<file path="config.mk">
export PLATFORM = sky130hd
export DESIGN_NAME = cws_cpu_wait
export DESIGN_NICKNAME = d
export VERILOG_FILES = /design/src/cws_pkg.sv /design/src/cws_cnt_if.sv /design/src/cws_cpu_wait.sv /design/src/cws_wait_counter.sv
export VERILOG_INCLUDE_DIRS = /design/src
export SDC_FILE = /design/constraint.sdc
export NUM_CORES = 1
export LEC_CHECK = 0
export ABC_AREA = 1
export BUFFER_PORTS_ARGS = -buffer_cell sky130_fd_sc_hd__buf_2
export CAP_MARGIN = 20
export CORE_MARGIN = 5
export CORE_UTILIZATION = 42
export CTS_BUF_LIST = sky130_fd_sc_hd__clkbuf_8 sky130_fd_sc_hd__clkbuf_16
export CTS_CLUSTER_DIAMETER = 200
export CTS_CLUSTER_SIZE = 25
export DETAILED_ROUTE_END_ITERATION = 16
export PLACE_DENSITY_LB_ADDON = 0.3
export SYNTH_ARGS = -nofsm -noshare
export SYNTH_HDL_FRONTEND = slang
export SYNTH_HIERARCHICAL = 1
export SYNTH_SLANG_ARGS = --single-unit
</file>
<file path="constraint.sdc">
create_clock -name ref_clk -period 5.1 [get_ports ref_clk]
set_input_delay 0.255 -clock ref_clk [delete_from_list [all_inputs] [get_ports ref_clk]]
set_output_delay 0.255 -clock ref_clk [all_outputs]
set_load 0.02 [all_outputs]
</file>
<file path="src/cws_defines.svh">
`ifndef CWS_DEFINES_SVH
`define CWS_DEFINES_SVH

// Wait lengths in high-frequency clock periods (2^10 and 2^3).
`define CWS_LONG_EXP 10
`define CWS_SHORT_EXP 3
`define CWS_CNT_W 11
`define CWS_LONG_WAIT 11'h400
`define CWS_SHORT_WAIT 11'h008
`define CWS_CNT_RST 11'h3FF

`endif

</file>
<file path="src/cws_pkg.sv">
package cws_pkg;
  typedef enum logic [2:0] {
    CWS_RUN = 3'b001,
    CWS_WAIT_RST = 3'b010,
    CWS_WAIT_WAKE = 3'b100
  } cws_state_e;
endpackage

</file>
<file path="src/cws_cnt_if.sv">
`timescale 1ns/100ps
`default_nettype none
`include "cws_defines.svh"
interface cws_cnt_if;
  logic start;
  logic [`CWS_CNT_W-1:0] limit;
  logic busy;
  modport ctl (output start, output limit, input busy);
  modport cnt (input start, input limit, output busy);
endinterface
`default_nettype wire

</file>
<file path="src/cws_cpu_wait.sv">
// Operation
// - STOP to NORMAL, select 1: long wait
// - STOP to SLOW, select 1: short wait
// - Idle to NORMAL, select 0: long wait
// - Idle to SLOW, select 0: short wait
// - Reset wait halts peripherals; others do not
// - Requests still latch during a stall
// - No service start while stalled
`timescale 1ns/100ps
`default_nettype none
`include "cws_defines.svh"
module cws_cpu_wait
  import cws_pkg::*;
#(
  parameter int NUM_IRQ = 16,
  parameter int IDX_W = 4
) (
  input wire logic ref_clk,
  input wire logic arst_n,
  input wire logic wake_from_stop,
  input wire logic wake_from_idle,
  input wire logic target_slow,
  input wire logic flash_pwdn_sel,
  input wire logic [NUM_IRQ-1:0] irq_req,
  input wire logic interrupt_master_enable,
  output logic cpu_halt,
  output logic periph_halt,
  output logic [NUM_IRQ-1:0] interrupt_latch,
  output logic service_start,
  output logic [IDX_W-1:0] service_vec
);
  cws_cnt_if cif ();
  cws_state_e state_ff;
  cws_state_e nxt_state;
  logic qualify;
  logic nxt_service;
  logic [NUM_IRQ-1:0] latch_ff;
  logic service_ff;
  logic [IDX_W-1:0] vec_ff;

  function automatic logic [`CWS_CNT_W-1:0] wait_len(input logic slow);
    wait_len = slow ? `CWS_SHORT_WAIT : `CWS_LONG_WAIT;
  endfunction

  function automatic logic [IDX_W-1:0] first_set(
    input logic [NUM_IRQ-1:0] v);
    first_set = '0;
    for (int i = NUM_IRQ - 1; i >= 0; i--) begin
      if (v[i]) begin
        first_set = IDX_W'(i);
      end
    end
  endfunction

  cws_wait_counter u_cnt (
    .ref_clk(ref_clk),
    .arst_n(arst_n),
    .cif(cif)
  );

  // Only the pairing of wake source and select bit starts a wait; the
  // other pairings resume at once.
  assign qualify = (wake_from_stop & flash_pwdn_sel)
                 | (wake_from_idle & ~flash_pwdn_sel);
  // Gating on the counter rather than the state lets a wake be taken in
  // the first cycle after a stall, so back-to-back wakes are not lost.
  assign cif.start = qualify & ~cif.busy;
  assign cif.limit = wait_len(target_slow);

  assign cpu_halt = cif.busy;
  assign periph_halt = cif.busy & (state_ff == CWS_WAIT_RST);
  assign interrupt_latch = latch_ff;
  assign service_start = service_ff;
  assign service_vec = vec_ff;

  always_comb begin
    nxt_state = state_ff;
    unique case (state_ff)
      CWS_RUN: begin
        if (cif.start) begin
          nxt_state = CWS_WAIT_WAKE;
        end
      end
      CWS_WAIT_RST, CWS_WAIT_WAKE: begin
        if (cif.start) begin
          nxt_state = CWS_WAIT_WAKE;
        end else if (!cif.busy) begin
          nxt_state = CWS_RUN;
        end
      end
      default: nxt_state = CWS_RUN;
    endcase
  end

  always_ff @(posedge ref_clk or negedge arst_n) begin
    if (!arst_n) begin
      state_ff <= CWS_WAIT_RST;
    end else begin
      state_ff <= nxt_state;
    end
  end

  // A new request wins over the clear from a service start.
  always_ff @(posedge ref_clk or negedge arst_n) begin
    if (!arst_n) begin
      latch_ff <= '0;
    end else begin
      latch_ff <= (latch_ff & ~(NUM_IRQ'(service_ff) << vec_ff))
                | irq_req;
    end
  end

  // Blocking on qualify keeps a service from racing a wait that starts in
  // the same cycle.
  assign nxt_service = ~cif.busy & ~qualify & ~service_ff
                     & interrupt_master_enable & (|latch_ff);

  always_ff @(posedge ref_clk or negedge arst_n) begin
    if (!arst_n) begin
      service_ff <= 1'b0;
      vec_ff <= '0;
    end else begin
      service_ff <= nxt_service;
      if (nxt_service) begin
        vec_ff <= first_set(latch_ff);
      end
    end
  end

  // Shadow timing for the checks below: the stall is measured here,
  // independently of the counter's own down-count.
  logic [`CWS_CNT_W-1:0] halt_run_ff;
  logic [`CWS_CNT_W-1:0] exp_len_ff;

  always_ff @(posedge ref_clk or negedge arst_n) begin
    if (!arst_n) begin
      halt_run_ff <= '0;
      exp_len_ff <= `CWS_LONG_WAIT;
    end else begin
      halt_run_ff <= cpu_halt ? halt_run_ff + `CWS_CNT_W'(1) : '0;
      if (cif.start) begin
        exp_len_ff <= cif.limit;
      end
    end
  end
endmodule
`default_nettype wire

</file>
<file path="src/cws_wait_counter.sv">
`timescale 1ns/100ps
`default_nettype none
`include "cws_defines.svh"
module cws_wait_counter
  import cws_pkg::*;
(
  input wire logic ref_clk,
  input wire logic arst_n,
  cws_cnt_if.cnt cif
);
  logic [`CWS_CNT_W-1:0] cnt_ff;
  logic busy_ff;

  assign cif.busy = busy_ff;

  // The counter leaves reset already running the post-reset wait.
  always_ff @(posedge ref_clk or negedge arst_n) begin
    if (!arst_n) begin
      busy_ff <= 1'b1;
      cnt_ff <= `CWS_CNT_RST;
    end else if (!busy_ff && cif.start) begin
      busy_ff <= 1'b1;
      cnt_ff <= cif.limit - `CWS_CNT_W'(1);
    end else if (busy_ff) begin
      if (cnt_ff == '0) begin
        busy_ff <= 1'b0;
      end else begin
        cnt_ff <= cnt_ff - `CWS_CNT_W'(1);
      end
    end
  end
endmodule
`default_nettype wire

</file>
Word level (Yosys, flattened, before mapping)
Cells that the tools add are included.
W data, S select, Z words.

storage, ports and cells
  flip-flop bits (word level) = 36
  latch bits = 0
  RAM bits = 0
  ROM bits = 0
  bits of input ports = 23
  output and inout bits = 23
  logic and storage cells = 66
  memories = 0

cells by class
  add/subtract/negate cells = 2
  multiply operators = 0
  divide/modulo/power cells = 0
  $lt $le $gt $ge = 0
  eq/ne operators = 6
  shifts and indexed selects = 1
  mux-type cells = 27
  bitwise logic cells = 16
  reductions and logical operators = 8

operator list
  operator                 count
  $mux W4                  16
  $mux W11                 4
  $sub A11 B1 Y11 const B  2
  $and A16 B16 Y16         1
  $not A16 Y16             1
  $or A16 B16 Y16          1
  $reduce_or A16 Y1        1
  $shl A1 B4 Y16           1
  $logic_not A11 Y1        1
  $mux W3                  3
  $and A1 B1 Y1            8
  $pmux W3 S2              1
  $ne A2 B1 Y1 const B     2
  $not A1 Y1               4
  $reduce_and A2 Y1        2
  $eq A3 B1 Y1 const B     1
  $eq A3 B2 Y1 const B     1
  $eq A3 B3 Y1 const B     1
  $mux W1                  3
  $ne A3 B2 Y1 const B     1
  $reduce_bool A2 Y1       1
  $reduce_or A2 Y1         1
  $logic_and A1 B1 Y1      1
  $logic_not A1 Y1         1
  $or A1 B1 Y1             1

Longest topological paths before layout
Gate-level depths: netlist (run 1).

  depth in word-level cells = 16
  gate-level depth with buffers = 17
  mapped depth without buffers = 17

Modules after synthesis
The synthesis (run 1) kept the hierarchy.

modules (own cells, without submodules)
  module            times used  cells each  area each (um^2)  sequential area each (um^2)
  cws_cpu_wait      1           156         1286.2            601.8
  cws_wait_counter  1           147         944.7             314.1

Least setup slack after synthesis (run 1)
OpenSTA, ideal clock, no wires.

  path type = register to register
  start point = register u_cnt.busy_ff (netlist: u_cnt/cif.busy)
  end point = register u_cnt.cnt_ff[10]
  setup time = 116 ps
  arrival time = 1897 ps
  data required time = 4984 ps
  path slack = 3087 ps
  stages on the path, launching flop included = 14
  buffers on the path = 0
  period minus slack after synthesis = 2013 ps
  path through = dfstp_2 nor2_1 inv_2 nor2_4 o21ai_0 inv_1 ha_1 nand3_1 nor2_2 nand2_1 nand2_1 nand2_1 nand2_1 nand2_1

between the ends
  longest elaborated chain between the ends = 5
  elaborated cells between the ends (all ways) = 8
  classes of those cells = 1 x eq/ne; 1 x mux; 2 x bitwise; 4 x reduce/logical

ends and longest elaborated chain
  item                                                                 RTL line                RTL
  from (decl)                                                          cws_wait_counter.sv:12  logic busy_ff;
  from (signal assigned)                                               cws_wait_counter.sv:19  busy_ff <= 1'b1;
  from (signal assigned)                                               cws_wait_counter.sv:22  busy_ff <= 1'b1;
  from (signal assigned)                                               cws_wait_counter.sv:26  busy_ff <= 1'b0;
  $not A1 Y1 (*)                                                       cws_cpu_wait.sv:67      assign cif.start = qualify & ~cif.busy;
  $and A1 B1 Y1 (*)                                                    cws_cpu_wait.sv:67
  named net cif.start                                                  cws_cnt_if.sv:5         logic start;
  $logic_and A1 B1 Y1 (*)                                              cws_wait_counter.sv:21  end else if (!busy_ff && cif.start) begin
  $ne A2 B1 Y1 (no line) / $reduce_bool A2 Y1 (equally long branches)  --
  $reduce_and A2 Y1 (no line)                                          --
  to (signal assigned)                                                 cws_wait_counter.sv:20  cnt_ff <= `CWS_CNT_RST;
  to (signal assigned)                                                 cws_wait_counter.sv:23  cnt_ff <= cif.limit - `CWS_CNT_W'(1);
  to (signal assigned)                                                 cws_wait_counter.sv:28  cnt_ff <= cnt_ff - `CWS_CNT_W'(1);
  to (decl)                                                            cws_wait_counter.sv:11  logic [`CWS_CNT_W-1:0] cnt_ff;

The timed path passes the listed nets; every way through them passes the cells marked *.
A chain may end at the register's enable or synchronous reset.

Final worst setup path (run 1)
Same ends and word-level chain as after synthesis.

==> results_tabular.tex, run 1 <==
\begin{tabular}{lr}
\hline
Metric & Value \\
\hline
\multicolumn{2}{l}{\textbf{Synthesis}} \\
Count of unique library cells instantiated by Yosys & 32 \\
Total of flip-flops plus latches after synthesis & 36 \\
Number of enable flip-flop cells after synthesis & 0 \\
Total standard cell area after synthesis & 2230 um\^{}2 \\
Main flop type after synthesis & dfrtp\_1 \\
Share of synthesized flip-flops with an asynchronous set or reset & 100\% \\
Number of warnings reported in the yosys synthesis log & 6 \\
Sequential fraction of the synthesis area & 41.1\% \\
Avg Synthesized Cell Area & 7.36 um\^{}2 \\
Instance count of the mapped netlist & 303 \\
\multicolumn{2}{l}{\textbf{Final layout}} \\
Most common cell after layout, fill and taps aside & nand2\_1 \\
Fill cell instance count of the final layout & 526 \\
Diodes inserted & 0 \\
Share of final-layout standard cells stronger than drive strength 1 & 26.5\% \\
Final Util & 51.4\% \\
Post-route standard cell area excluding fillers & 2640 um\^{}2 \\
Post-synthesis to final-layout area growth & 18.4\% \\
Commonest non-fill, non-tap cells in the layout & nand2\_1 (83), inv\_1 (48), buf\_2 (45), nor2\_1 (32), dfrtp\_1 (24) \\
Non-filler instance count after layout & 432 \\
Final \#Nets & 385 \\
\multicolumn{2}{l}{\textbf{Run status}} \\
Outcome & finished, final reports clean \\
\multicolumn{2}{l}{\textbf{CTS}} \\
Clock transition at the registers of the reported paths & 0.08 ns \\
Number of buffers on the longest clock path & 2 \\
Insertion delay to the later sink of the worst-skew pair & 0.29 ns \\
Sinks on the clock net & 36 \\
Setup bufs post-CTS & 0 \\
Root buf cell & clkbuf\_8 \\
Clock tree from TritonCTS & yes \\
Clock H-tree levels & 2 \\
CTS resizes & 0 \\
Post-CTS Hold Fix Bufs & 0 \\
Number of buffers created by CTS & 5 \\
\multicolumn{2}{l}{\textbf{Drt}} \\
Detailed-route wire length per cell & 11.6 um \\
DR vias & 2034 \\
Detailed-route vias per instance & 4.71 \\
Met1 WL & 2.35 mm \\
Number of remaining DRC errors & 0 \\
Post-DRT Antenna Nets & 0 \\
WL final & 5.03 mm \\
DR WL met2 & 2.38 mm \\
Sum of met3 wire segment lengths after detailed routing & 262 um \\
Highest Signal Layer & met4 \\
Detailed router's first-iteration violation count & 90 \\
Drt pass-1 iters & 5 \\
\multicolumn{2}{l}{\textbf{Power and ir drop}} \\
Total power consumption of the routed design & 786 uW \\
Max VDD drop & 150 uV \\
Power density relative to cell area & 298 nW/um\^{}2 \\
Leak Pwr & 1.38 nW \\
\multicolumn{2}{l}{\textbf{Place}} \\
Port-buffer cells & 45 \\
Routability congestion estimate & 0.856 \\
Worst Setup Slack post-DPL & 2.71 ns \\
Cell area after placement & 2560 um\^{}2 \\
Count of placed standard cells including taps & 424 \\
Half-perimeter wire length of the detailed placement result & 3.91 mm \\
\multicolumn{2}{l}{\textbf{GRT}} \\
Antenna violations before repair & 0 \\
Overflow after GRT & 0 \\
Pin count of the biggest net entering global routing & 37 \\
GRT Util Overall & 15.3\% \\
Via count of the first global-routing pass & 1983 \\
First-pass GRT wire length & 8.67 mm \\
\multicolumn{2}{l}{\textbf{Timing}} \\
Minimum hold slack & 0.0632 ns \\
Final hold violation count & 0 \\
Achievable clock frequency & 445 MHz \\
Setup repair after global routing missed its margin & false \\
Pin slew with the least headroom to its limit & 0.832 ns \\
Worst slew margin relative to its limit & 44.5\% \\
Setup TNS & 0 ns \\
Setup ws final & 2.85 ns \\
\# setup viols final & 0 \\
Fin crit share & 44.1\% \\
Final max-slew violation count & 0 \\
Worst clock skew & 0.00617 ns \\
Time the final worst path needs with I/O delays and setup & 2.25 ns \\
\multicolumn{2}{l}{\textbf{Floorplanning}} \\
Die footprint & 6870 um\^{}2 \\
I/O pin total & 46 \\
Die height & 82.9 um \\
Width of the chip & 82.9 um \\
Std-Cell Core Area & 5140 um\^{}2 \\
\# rows & 26 \\
Starting utilization of the core area & 43.4\% \\
\multicolumn{2}{l}{\textbf{Worst hold path}} \\
Worst min path class & in -> async \\
\multicolumn{2}{l}{\textbf{Run}} \\
Number of max-cap violations & 0 \\
\multicolumn{2}{l}{\textbf{Worst setup path}} \\
Type of element launching the critical path & flip-flop \\
Crit. End Element & flip-flop \\
Worst EP arrival & 2.43 ns \\
Category of the most critical setup path & reg -> reg \\
Worst-path maximum fanout & 8 \\
Required time of the worst setup path & 5.28 ns \\
\hline
\end{tabular}
[power breakdown]
group          internal [mW]  leakage (nW)  switching [mW]
registers              0.344         0.362          0.0147
logic                 0.0821         0.978           0.147
clock network         0.0935        0.0453           0.105
[path summary, 6_finish.rpt]
check / cells after the start / from / slack [ns] / to
min in group ref_clk: 2 / irq_req[3] / 0.16 / interrupt_latch[3]$_DFF_PN0_
min reg2reg: 2 / u_cnt/cnt_ff[7]$_DFFE_PN1P_ / 0.47 / u_cnt/cnt_ff[7]$_DFFE_PN1P_
max reg2reg: 13 / u_cnt/cif.busy$_DFF_PN1_ / 2.85 / u_cnt/cnt_ff[10]$_DFFE_PN0P_
max: 13 / u_cnt/cif.busy$_DFF_PN1_ / 2.85 / u_cnt/cnt_ff[10]$_DFFE_PN0P_
max in group asynchronous: 1 / arst_n / 4.52 / u_cnt/cnt_ff[10]$_DFFE_PN0P_
min: 1 / arst_n / 0.06 / interrupt_latch[7]$_DFF_PN0_
[kinds of logic (layout without fill, tap and decap cells)]
family          count (synthesis)  in the layout  synth area share (%)
compound gates                 41             41                  12.7
mux                             1              1                  1.01
fa+ha+maj                       1              1                 0.561
xor+xnor                        2              2                 0.785
buf+inv                        57            107                  10.2
other cells                     1             10                 0.168
flops                          36             36                  41.1
simple gates                  164            164                  33.5
[registers in the layout, indices dropped and copies added, names as in the netlist]
name	count
service_start	1
state_ff	3
u_cnt/cif.busy	1
service_vec	4
interrupt_latch	16
u_cnt/cnt_ff	11
[routing by layer]
layer / GRT usage, % / vias to the layer above
li1: - / 1049
met2: 25.6 / 57
met4: 4.61 / 0
met5: 0 / -
met1: 19.2 / 924
met3: 4.26 / 4
[cell type report]
| type | instances | area [um^2] | share of cell area, % |
|---|---|---|---|
| sequential | 36 | 916 | 34.7 |
| multi-input combinational | 219 | 1120 | 42.5 |
| clock buffer | 5 | 68.8 | 2.61 |
| timing repair buffer | 45 | 225 | 8.53 |
| inverter | 54 | 205 | 7.77 |
| tap | 70 | 87.6 | 3.32 |
| clock inverter | 3 | 16.3 | 0.616 |
[worst max-delay path, stage by stage (launching register included)]
cell	delay, ns
dfstp_2	0.42
nor2_1	0.41
inv_2	0.09
nor2_4	0.17
o21ai_0	0.14
inv_1	0.12
ha_1	0.21
nand3_1	0.15
nor2_2	0.15
nand2_1	0.07
nand2_1	0.05
nand2_1	0.04
nand2_1	0.05
nand2_1	0.05
[cell usage after synthesis, types with 2 or more instances]
cell       n  area (um^2)
nand4_1    3         18.8
dfrtp_1   24          601
o21ai_2    4         35.0
inv_1     47          176
nor2_2     5         31.3
o21ai_1    3         15.0
nor2_1    32          120
dfstp_2   12          315
a21oi_1    3         15.0
inv_2      5         18.8
nand2_2    9         56.3
buf_2      2         10.0
o21bai_1  17          128
xnor2_1    2         17.5
nand2_1   83          312
nand3_1   22          110
o21ai_0   11         55.1
nor3_1     5         25.0
No activity file was read; power rests on OpenSTA's default activity.
==> run 2: changes to the inputs <==
- ABC_AREA: 1 -> 0
- clock period: 5.1 -> 1.95 ns (I/O delays scaled with it)
==> results_tabular.tex, run 2 <==
\begin{tabular}{lr}
\hline
Metric & Value \\
\hline
\multicolumn{2}{l}{\textbf{Worst setup path}} \\
Required time of the worst setup path & 2.17 ns \\
Worst EP arrival & 2.54 ns \\
Category of the most critical setup path & reg -> reg \\
Worst-path maximum fanout & 3 \\
Crit. End Element & flip-flop \\
Type of element launching the critical path & flip-flop \\
\multicolumn{2}{l}{\textbf{Timing}} \\
Final max-slew violation count & 0 \\
Setup repair after global routing missed its margin & true \\
Final hold violation count & 0 \\
Worst slew margin relative to its limit & 46.0\% \\
Achievable clock frequency & 431 MHz \\
Minimum hold slack & 0.00551 ns \\
Time the final worst path needs with I/O delays and setup & 2.32 ns \\
Setup TNS & -1.59 ns \\
Setup ws final & -0.373 ns \\
Pin slew with the least headroom to its limit & 0.809 ns \\
Fin crit share & 119\% \\
Worst clock skew & 0.00910 ns \\
\# setup viols final & 8 \\
\multicolumn{2}{l}{\textbf{Synthesis}} \\
Simple-gate area share of the yosys netlist & 26.0\% \\
Total of flip-flops plus latches after synthesis & 36 \\
Fraction of synthesized cell area taken by the top area cell type & 28.5\% \\
Total standard cell area after synthesis & 2110 um\^{}2 \\
Compound-gate portion of the synthesized area & 17.2\% \\
Commonest cells post-synth & dfrtp\_1 (24), o21ai\_0 (20), nor2\_1 (19) \\
Top-count cell post-synth & dfrtp\_1 \\
Instance count of the mapped netlist & 221 \\
Sequential fraction of the synthesis area & 43.5\% \\
Mux contribution to synthesized area & 4.58\% \\
Main flop type after synthesis & dfrtp\_1 \\
Fraction of the mapped netlist area in adder cells & 0.594\% \\
Post-synthesis share of cell area spent on xor and xnor gates & 4.16\% \\
Avg Synthesized Cell Area & 9.53 um\^{}2 \\
Dominant combinational cell family by area after synthesis & simple AND/OR/NAND/NOR gates \\
Number of enable flip-flop cells after synthesis & 0 \\
Count of unique library cells instantiated by Yosys & 51 \\
Cell types occupying the most area after synthesis & dfrtp\_1 (29\%), dfstp\_2 (15\%), nand2b\_1 (5.1\%), o21ai\_0 (4.8\%), nor2\_1 (3.4\%) \\
Share of synthesized flip-flops with an asynchronous set or reset & 100\% \\
Largest area contributor in the netlist & dfrtp\_1 \\
Number of warnings reported in the yosys synthesis log & 6 \\
\multicolumn{2}{l}{\textbf{Final layout}} \\
Commonest non-fill, non-tap cells in the layout & buf\_2 (45), dfrtp\_1 (24), buf\_4 (23), nor2\_1 (19) \\
Diodes inserted & 0 \\
Post-synthesis to final-layout area growth & 41.1\% \\
Final \#Nets & 350 \\
Fill cell instance count of the final layout & 389 \\
Share of final-layout standard cells stronger than drive strength 1 & 35.5\% \\
Post-route standard cell area excluding fillers & 2970 um\^{}2 \\
Number of flip-flops in the largest register & 16 \\
Most common cell after layout, fill and taps aside & buf\_2 \\
\multicolumn{2}{l}{\textbf{Power and ir drop}} \\
Combinational Power Share & 44.8\% \\
Sequential share of power & 39.1\% \\
Total power consumption of the routed design & 3.12 mW \\
Leak Pwr & 1.22 nW \\
Portion of total power attributed to the clock network & 16.1\% \\
Power density relative to cell area & 1050 nW/um\^{}2 \\
Max VDD drop & 424 uV \\
Switching part of the total power & 38.1\% \\
Int Pwr & 1.93 mW \\
Power dissipated by switching net loads & 1.19 mW \\
\multicolumn{2}{l}{\textbf{Place}} \\
Half-perimeter wire length of the detailed placement result & 3.78 mm \\
Port-buffer cells & 45 \\
Cell area after placement & 2570 um\^{}2 \\
Routability congestion estimate & 0.841 \\
Worst Setup Slack post-DPL & -0.456 ns \\
\multicolumn{2}{l}{\textbf{Floorplanning}} \\
Die height & 80.8 um \\
Std-Cell Core Area & 4790 um\^{}2 \\
Width of the chip & 80.8 um \\
Starting utilization of the core area & 44.0\% \\
Die footprint & 6530 um\^{}2 \\
\# rows & 25 \\
I/O pin total & 46 \\
\multicolumn{2}{l}{\textbf{GRT}} \\
Antenna violations before repair & 0 \\
GRT Util Overall & 18.2\% \\
Pin count of the biggest net entering global routing & 37 \\
First-pass GRT wire length & 9.18 mm \\
Via count of the first global-routing pass & 2014 \\
Overflow after GRT & 0 \\
\multicolumn{2}{l}{\textbf{Drt}} \\
DR vias & 1922 \\
Detailed-route wire length per cell & 13.7 um \\
Number of remaining DRC errors & 0 \\
Post-DRT Antenna Nets & 0 \\
Drt pass-1 iters & 4 \\
WL final & 5.40 mm \\
Detailed-route vias per instance & 4.88 \\
Detailed router's first-iteration violation count & 95 \\
\multicolumn{2}{l}{\textbf{CTS}} \\
Number of buffers on the longest clock path & 2 \\
Clock tree from TritonCTS & yes \\
Clock H-tree levels & 2 \\
Clock transition at the registers of the reported paths & 0.07 ns \\
Root buf cell & clkbuf\_8 \\
Insertion delay to the later sink of the worst-skew pair & 0.29 ns \\
Sinks on the clock net & 36 \\
Number of buffers created by CTS & 5 \\
\multicolumn{2}{l}{\textbf{Run status}} \\
Outcome & complete, but fails checks \\
Violated checks & negative setup slack \\
\multicolumn{2}{l}{\textbf{Run}} \\
Number of max-cap violations & 0 \\
\multicolumn{2}{l}{\textbf{Worst hold path}} \\
Worst min path class & in -> reg \\
\hline
\end{tabular}
==> run 2: cell count changes after synthesis, sizes merged, moves of 9 or more <==
| cell | previous run | this run |
|---|---|---|
| a21oi | 4 | 13 |
| inv | 53 | 11 |
| nand2 | 93 | 18 |
| nand2b | 0 | 17 |
| nand3 | 23 | 4 |
| nor2 | 38 | 19 |
| o21bai | 17 | 1 |
==> run 2: layout make-up <==
| cell class | instances | area (um^2) | share of cell area (%) |
|---|---|---|---|
| tap | 67 | 83.8 | 2.82 |
| inverter | 11 | 41.3 | 1.39 |
| multi-input combinational | 185 | 1250 | 42.2 |
| clock buffer | 5 | 68.8 | 2.32 |
| clock inverter | 3 | 12.5 | 0.421 |
| timing repair buffer | 87 | 596 | 20.0 |
| sequential | 36 | 916 | 30.8 |
==> run 2: through the flow <==
step | std cells | util [%]
after floorplan | 238 | -
after global placement | 360 | 53.8
after detailed placement | 360 | 53.8
after CTS | 391 | 60.7
after global routing | 394 | 62.1
final | 394 | 62.1
==> run 2: timing repair <==
item	CTS	global route
hold buffers	16	0
hold endpoints to repair	39	0
buffers inserted	7	5
gates cloned	0	0
endpoints found under the setup margin	7	10
gates resized for setup	10	12
pin swaps	8	11
==> run 2: routing by layer <==
| layer | routed length, um | share of wire (%) | vias to the layer above | global-route usage [%] |
|---|---|---|---|---|
| li1 | - | - | 980 | - |
| met1 | 2420 | 45 | 882 | 22.3 |
| met2 | 2610 | 48 | 48 | 31.5 |
| met3 | 260 | 4.8 | 12 | 3.55 |
| met4 | 110 | 2.0 | 0 | 6.59 |
| met5 | 0 | 0 | - | 0 |
==> run 2: final timing paths <==
| check | endpoint | slack (ns) | cells after the start | from |
|---|---|---|---|---|
| min in group asynchronous | u_cnt/cnt_ff[10]$_DFFE_PN0P_ | 0.44 | 2 | arst_n |
| worst max-delay path | u_cnt/cnt_ff[4]$_DFFE_PN1P_ | -0.37 | 10 | u_cnt/cif.busy$_DFF_PN1_ |
| worst max register to register | u_cnt/cnt_ff[4]$_DFFE_PN1P_ | -0.37 | 10 | u_cnt/cif.busy$_DFF_PN1_ |
| worst min register to register | u_cnt/cnt_ff[9]$_DFFE_PN1P_ | 0.48 | 2 | u_cnt/cnt_ff[9]$_DFFE_PN1P_ |
| worst min-delay path | interrupt_latch[12]$_DFF_PN0_ | 0.006 | 2 | irq_req[12] |
| max in group asynchronous | interrupt_latch[11]$_DFF_PN0_ | 1.00 | 2 | arst_n |
==> run 2: power groups by stage <==
stage | clock network [mW] | logic, mW | registers [mW]
after floorplan | 0 | 0.758 | 1.21
after global placement | 0 | 1.13 | 1.20
after detailed placement | 0 | 1.16 | 1.21
after CTS | 0.524 | 1.29 | 1.20
after global routing | 0.553 | 1.54 | 1.25
final | 0.501 | 1.40 | 1.22
==> run 2: cells by family (layout without fill, tap and decap cells) <==
kind of cell             after synthesis  in the layout
AND/OR/NAND/NOR                       89             89
XOR/XNOR                              10             10
other                                  1             18
adder cells (fa/ha/maj)                1              1
buffers and inverters                 17            106
AO/OA/AOI/OAI                         58             58
flip-flops                            36             36
multiplexers                           9              9
==> run 2: worst max-delay path, cell delays in order (launching register included) <==
cell	delay, ns
dfstp_2	0.37
or2_4	0.23
inv_2	0.06
nor2b_4	0.18
mux2i_2	0.27
ha_2	0.23
o211ai_1	0.15
a211o_1	0.31
xor2_1	0.15
a211o_1	0.25
o21ai_1	0.07
==> run 3: changes to the inputs <==
- CELL_PAD_IN_SITES_DETAIL_PLACEMENT: unset -> 1
- CELL_PAD_IN_SITES_GLOBAL_PLACEMENT: unset -> 1
- CORE_UTILIZATION: 42 -> 37
==> results_tabular.tex, run 3 (synthesis results as in run 2) <==
\begin{tabular}{lr}
\hline
Metric & Value \\
\hline
\multicolumn{2}{l}{\textbf{Drt}} \\
Drt pass-1 iters & 4 \\
Detailed-route wire length per cell & 15.6 um \\
Post-DRT Antenna Nets & 0 \\
WL final & 6.21 mm \\
Number of remaining DRC errors & 0 \\
Detailed router's first-iteration violation count & 51 \\
DR vias & 1997 \\
Detailed-route vias per instance & 5.03 \\
\multicolumn{2}{l}{\textbf{Timing}} \\
Final hold violation count & 0 \\
Minimum hold slack & 0.0157 ns \\
Pin slew with the least headroom to its limit & 0.828 ns \\
\# setup viols final & 6 \\
Fin crit share & 125\% \\
Setup repair after global routing missed its margin & true \\
Worst clock skew & 0.00227 ns \\
Achievable clock frequency & 411 MHz \\
Worst slew margin relative to its limit & 44.8\% \\
Final max-slew violation count & 0 \\
Time the final worst path needs with I/O delays and setup & 2.43 ns \\
Setup ws final & -0.483 ns \\
\multicolumn{2}{l}{\textbf{GRT}} \\
First-pass GRT wire length & 10.6 mm \\
Overflow after GRT & 0 \\
Via count of the first global-routing pass & 2191 \\
Pin count of the biggest net entering global routing & 37 \\
GRT Util Overall & 18.2\% \\
Antenna violations before repair & 0 \\
\multicolumn{2}{l}{\textbf{CTS}} \\
Insertion delay to the later sink of the worst-skew pair & 0.29 ns \\
Root buf cell & clkbuf\_8 \\
Clock transition at the registers of the reported paths & 0.08 ns \\
Sinks on the clock net & 36 \\
Number of buffers created by CTS & 5 \\
Clock tree from TritonCTS & yes \\
Number of buffers on the longest clock path & 2 \\
Clock H-tree levels & 2 \\
\multicolumn{2}{l}{\textbf{Floorplanning}} \\
I/O pin total & 46 \\
Starting utilization of the core area & 38.2\% \\
\# rows & 27 \\
Std-Cell Core Area & 5510 um\^{}2 \\
Die height & 85.4 um \\
Die footprint & 7300 um\^{}2 \\
Width of the chip & 85.4 um \\
\multicolumn{2}{l}{\textbf{Final layout}} \\
Most common cell after layout, fill and taps aside & buf\_2 \\
Non-filler instance count after layout & 397 \\
Share of final-layout standard cells stronger than drive strength 1 & 37.2\% \\
Commonest non-fill, non-tap cells in the layout & buf\_2 (45), dfrtp\_1 (24), buf\_4 (21), nor2\_1 (19) \\
Final \#Nets & 348 \\
Diodes inserted & 0 \\
Post-synthesis to final-layout area growth & 41.9\% \\
Number of flip-flops in the largest register & 16 \\
Fill cell instance count of the final layout & 645 \\
Final Util & 54.3\% \\
\multicolumn{2}{l}{\textbf{Worst setup path}} \\
Required time of the worst setup path & 2.13 ns \\
Highest cell delay on the worst timing path & 0.37 ns \\
Master of the slowest instance on the critical path & dfstp\_2 \\
CP Cell Sequence & or2\_4 > inv\_2 > nor2b\_4 > mux2i\_2 > ha\_2 > o211ai\_1 > buf\_4 > nor3\_4 > nand3\_2 > buf\_4 > mux2i\_2 > o32ai\_2 \\
Category of the most critical setup path & reg -> reg \\
Worst EP arrival & 2.61 ns \\
Count of buffering cells on the critical path with inverters included & 3 \\
Crit. End Element & flip-flop \\
Gate family responsible for the most delay along the worst path & simple AND/OR/NAND/NOR gates \\
Worst-path maximum fanout & 3 \\
Type of element launching the critical path & flip-flop \\
\multicolumn{2}{l}{\textbf{Run status}} \\
Outcome & complete, but fails checks \\
Violated checks & negative setup slack \\
\multicolumn{2}{l}{\textbf{Worst hold path}} \\
Worst min path class & in -> reg \\
\multicolumn{2}{l}{\textbf{Place}} \\
Routability congestion estimate & 0.808 \\
Half-perimeter wire length of the detailed placement result & 4.42 mm \\
Port-buffer cells & 45 \\
Count of placed standard cells including taps & 365 \\
\multicolumn{2}{l}{\textbf{Power and ir drop}} \\
Leak Pwr & 1.21 nW \\
Max VDD drop & 429 uV \\
Power density relative to cell area & 1070 nW/um\^{}2 \\
\multicolumn{2}{l}{\textbf{Run}} \\
Number of max-cap violations & 0 \\
\hline
\end{tabular}
-- run 3: layer usage --
metal  global-route usage (%)  vias to the layer above  part of all wire (%)
met5                        0                        -                     0
met4                     6.62                        0                   1.6
met3                     3.20                        9                   3.7
met2                     33.7                       38                    54
met1                     20.8                      976                    41
li1                         -                      974                     -
-- run 3: worst paths after layout --
check	start	to	slack (ns)	cells past startpoint
setup / recovery	u_cnt/cif.busy$_DFF_PN1_	u_cnt/cnt_ff[10]$_DFFE_PN0P_	-0.48	12
hold / removal	irq_req[5]	interrupt_latch[5]$_DFF_PN0_	0.02	2
setup reg to reg	u_cnt/cif.busy$_DFF_PN1_	u_cnt/cnt_ff[10]$_DFFE_PN0P_	-0.48	12
hold reg to reg	u_cnt/cnt_ff[9]$_DFFE_PN1P_	u_cnt/cnt_ff[9]$_DFFE_PN1P_	0.48	2
max in group asynchronous	arst_n	interrupt_latch[15]$_DFF_PN0_	1.00	2
min in group asynchronous	arst_n	u_cnt/cnt_ff[10]$_DFFE_PN0P_	0.44	2
-- run 3: metrics by stage --
step	setup TNS, ns	setup WS, ns	area [um^2]	total power [mW]
after floorplan	-3.28	-0.791	2190	1.96
after global placement	-1.47	-0.353	2580	2.36
after detailed placement	-2.03	-0.462	2580	2.42
after CTS	-1.84	-0.404	2920	3.10
after global routing	-2.79	-0.558	2990	3.44
final	-2.16	-0.483	2990	3.21
-- run 3: area by class of cell --
type / instances / area (um^2) / area share [%]
timing repair buffer: 85 / 581 / 19.4
clock buffer: 5 / 68.8 / 2.30
clock inverter: 3 / 18.8 / 0.628
tap: 72 / 90.1 / 3.02
sequential: 36 / 916 / 30.7
multi-input combinational: 185 / 1270 / 42.6
inverter: 11 / 41.3 / 1.38
-- run 3: what timing repair did --
item | 4_1_cts | 5_1_grt
hold endpoints to repair | 39 | 0
resized for setup | 10 | 16
pin swaps | 13 | 9
endpoints found under the setup margin | 7 | 9
setup buffers | 7 | 4
hold buffers | 16 | 0
-- run 3: power breakdown --
part	total (mW)	internal (mW)	switching [mW]
Clock	0.543	0.249	0.293
Sequential	1.21	0.991	0.220
Combinational	1.45	0.695	0.757
Total	3.21	1.94	1.27
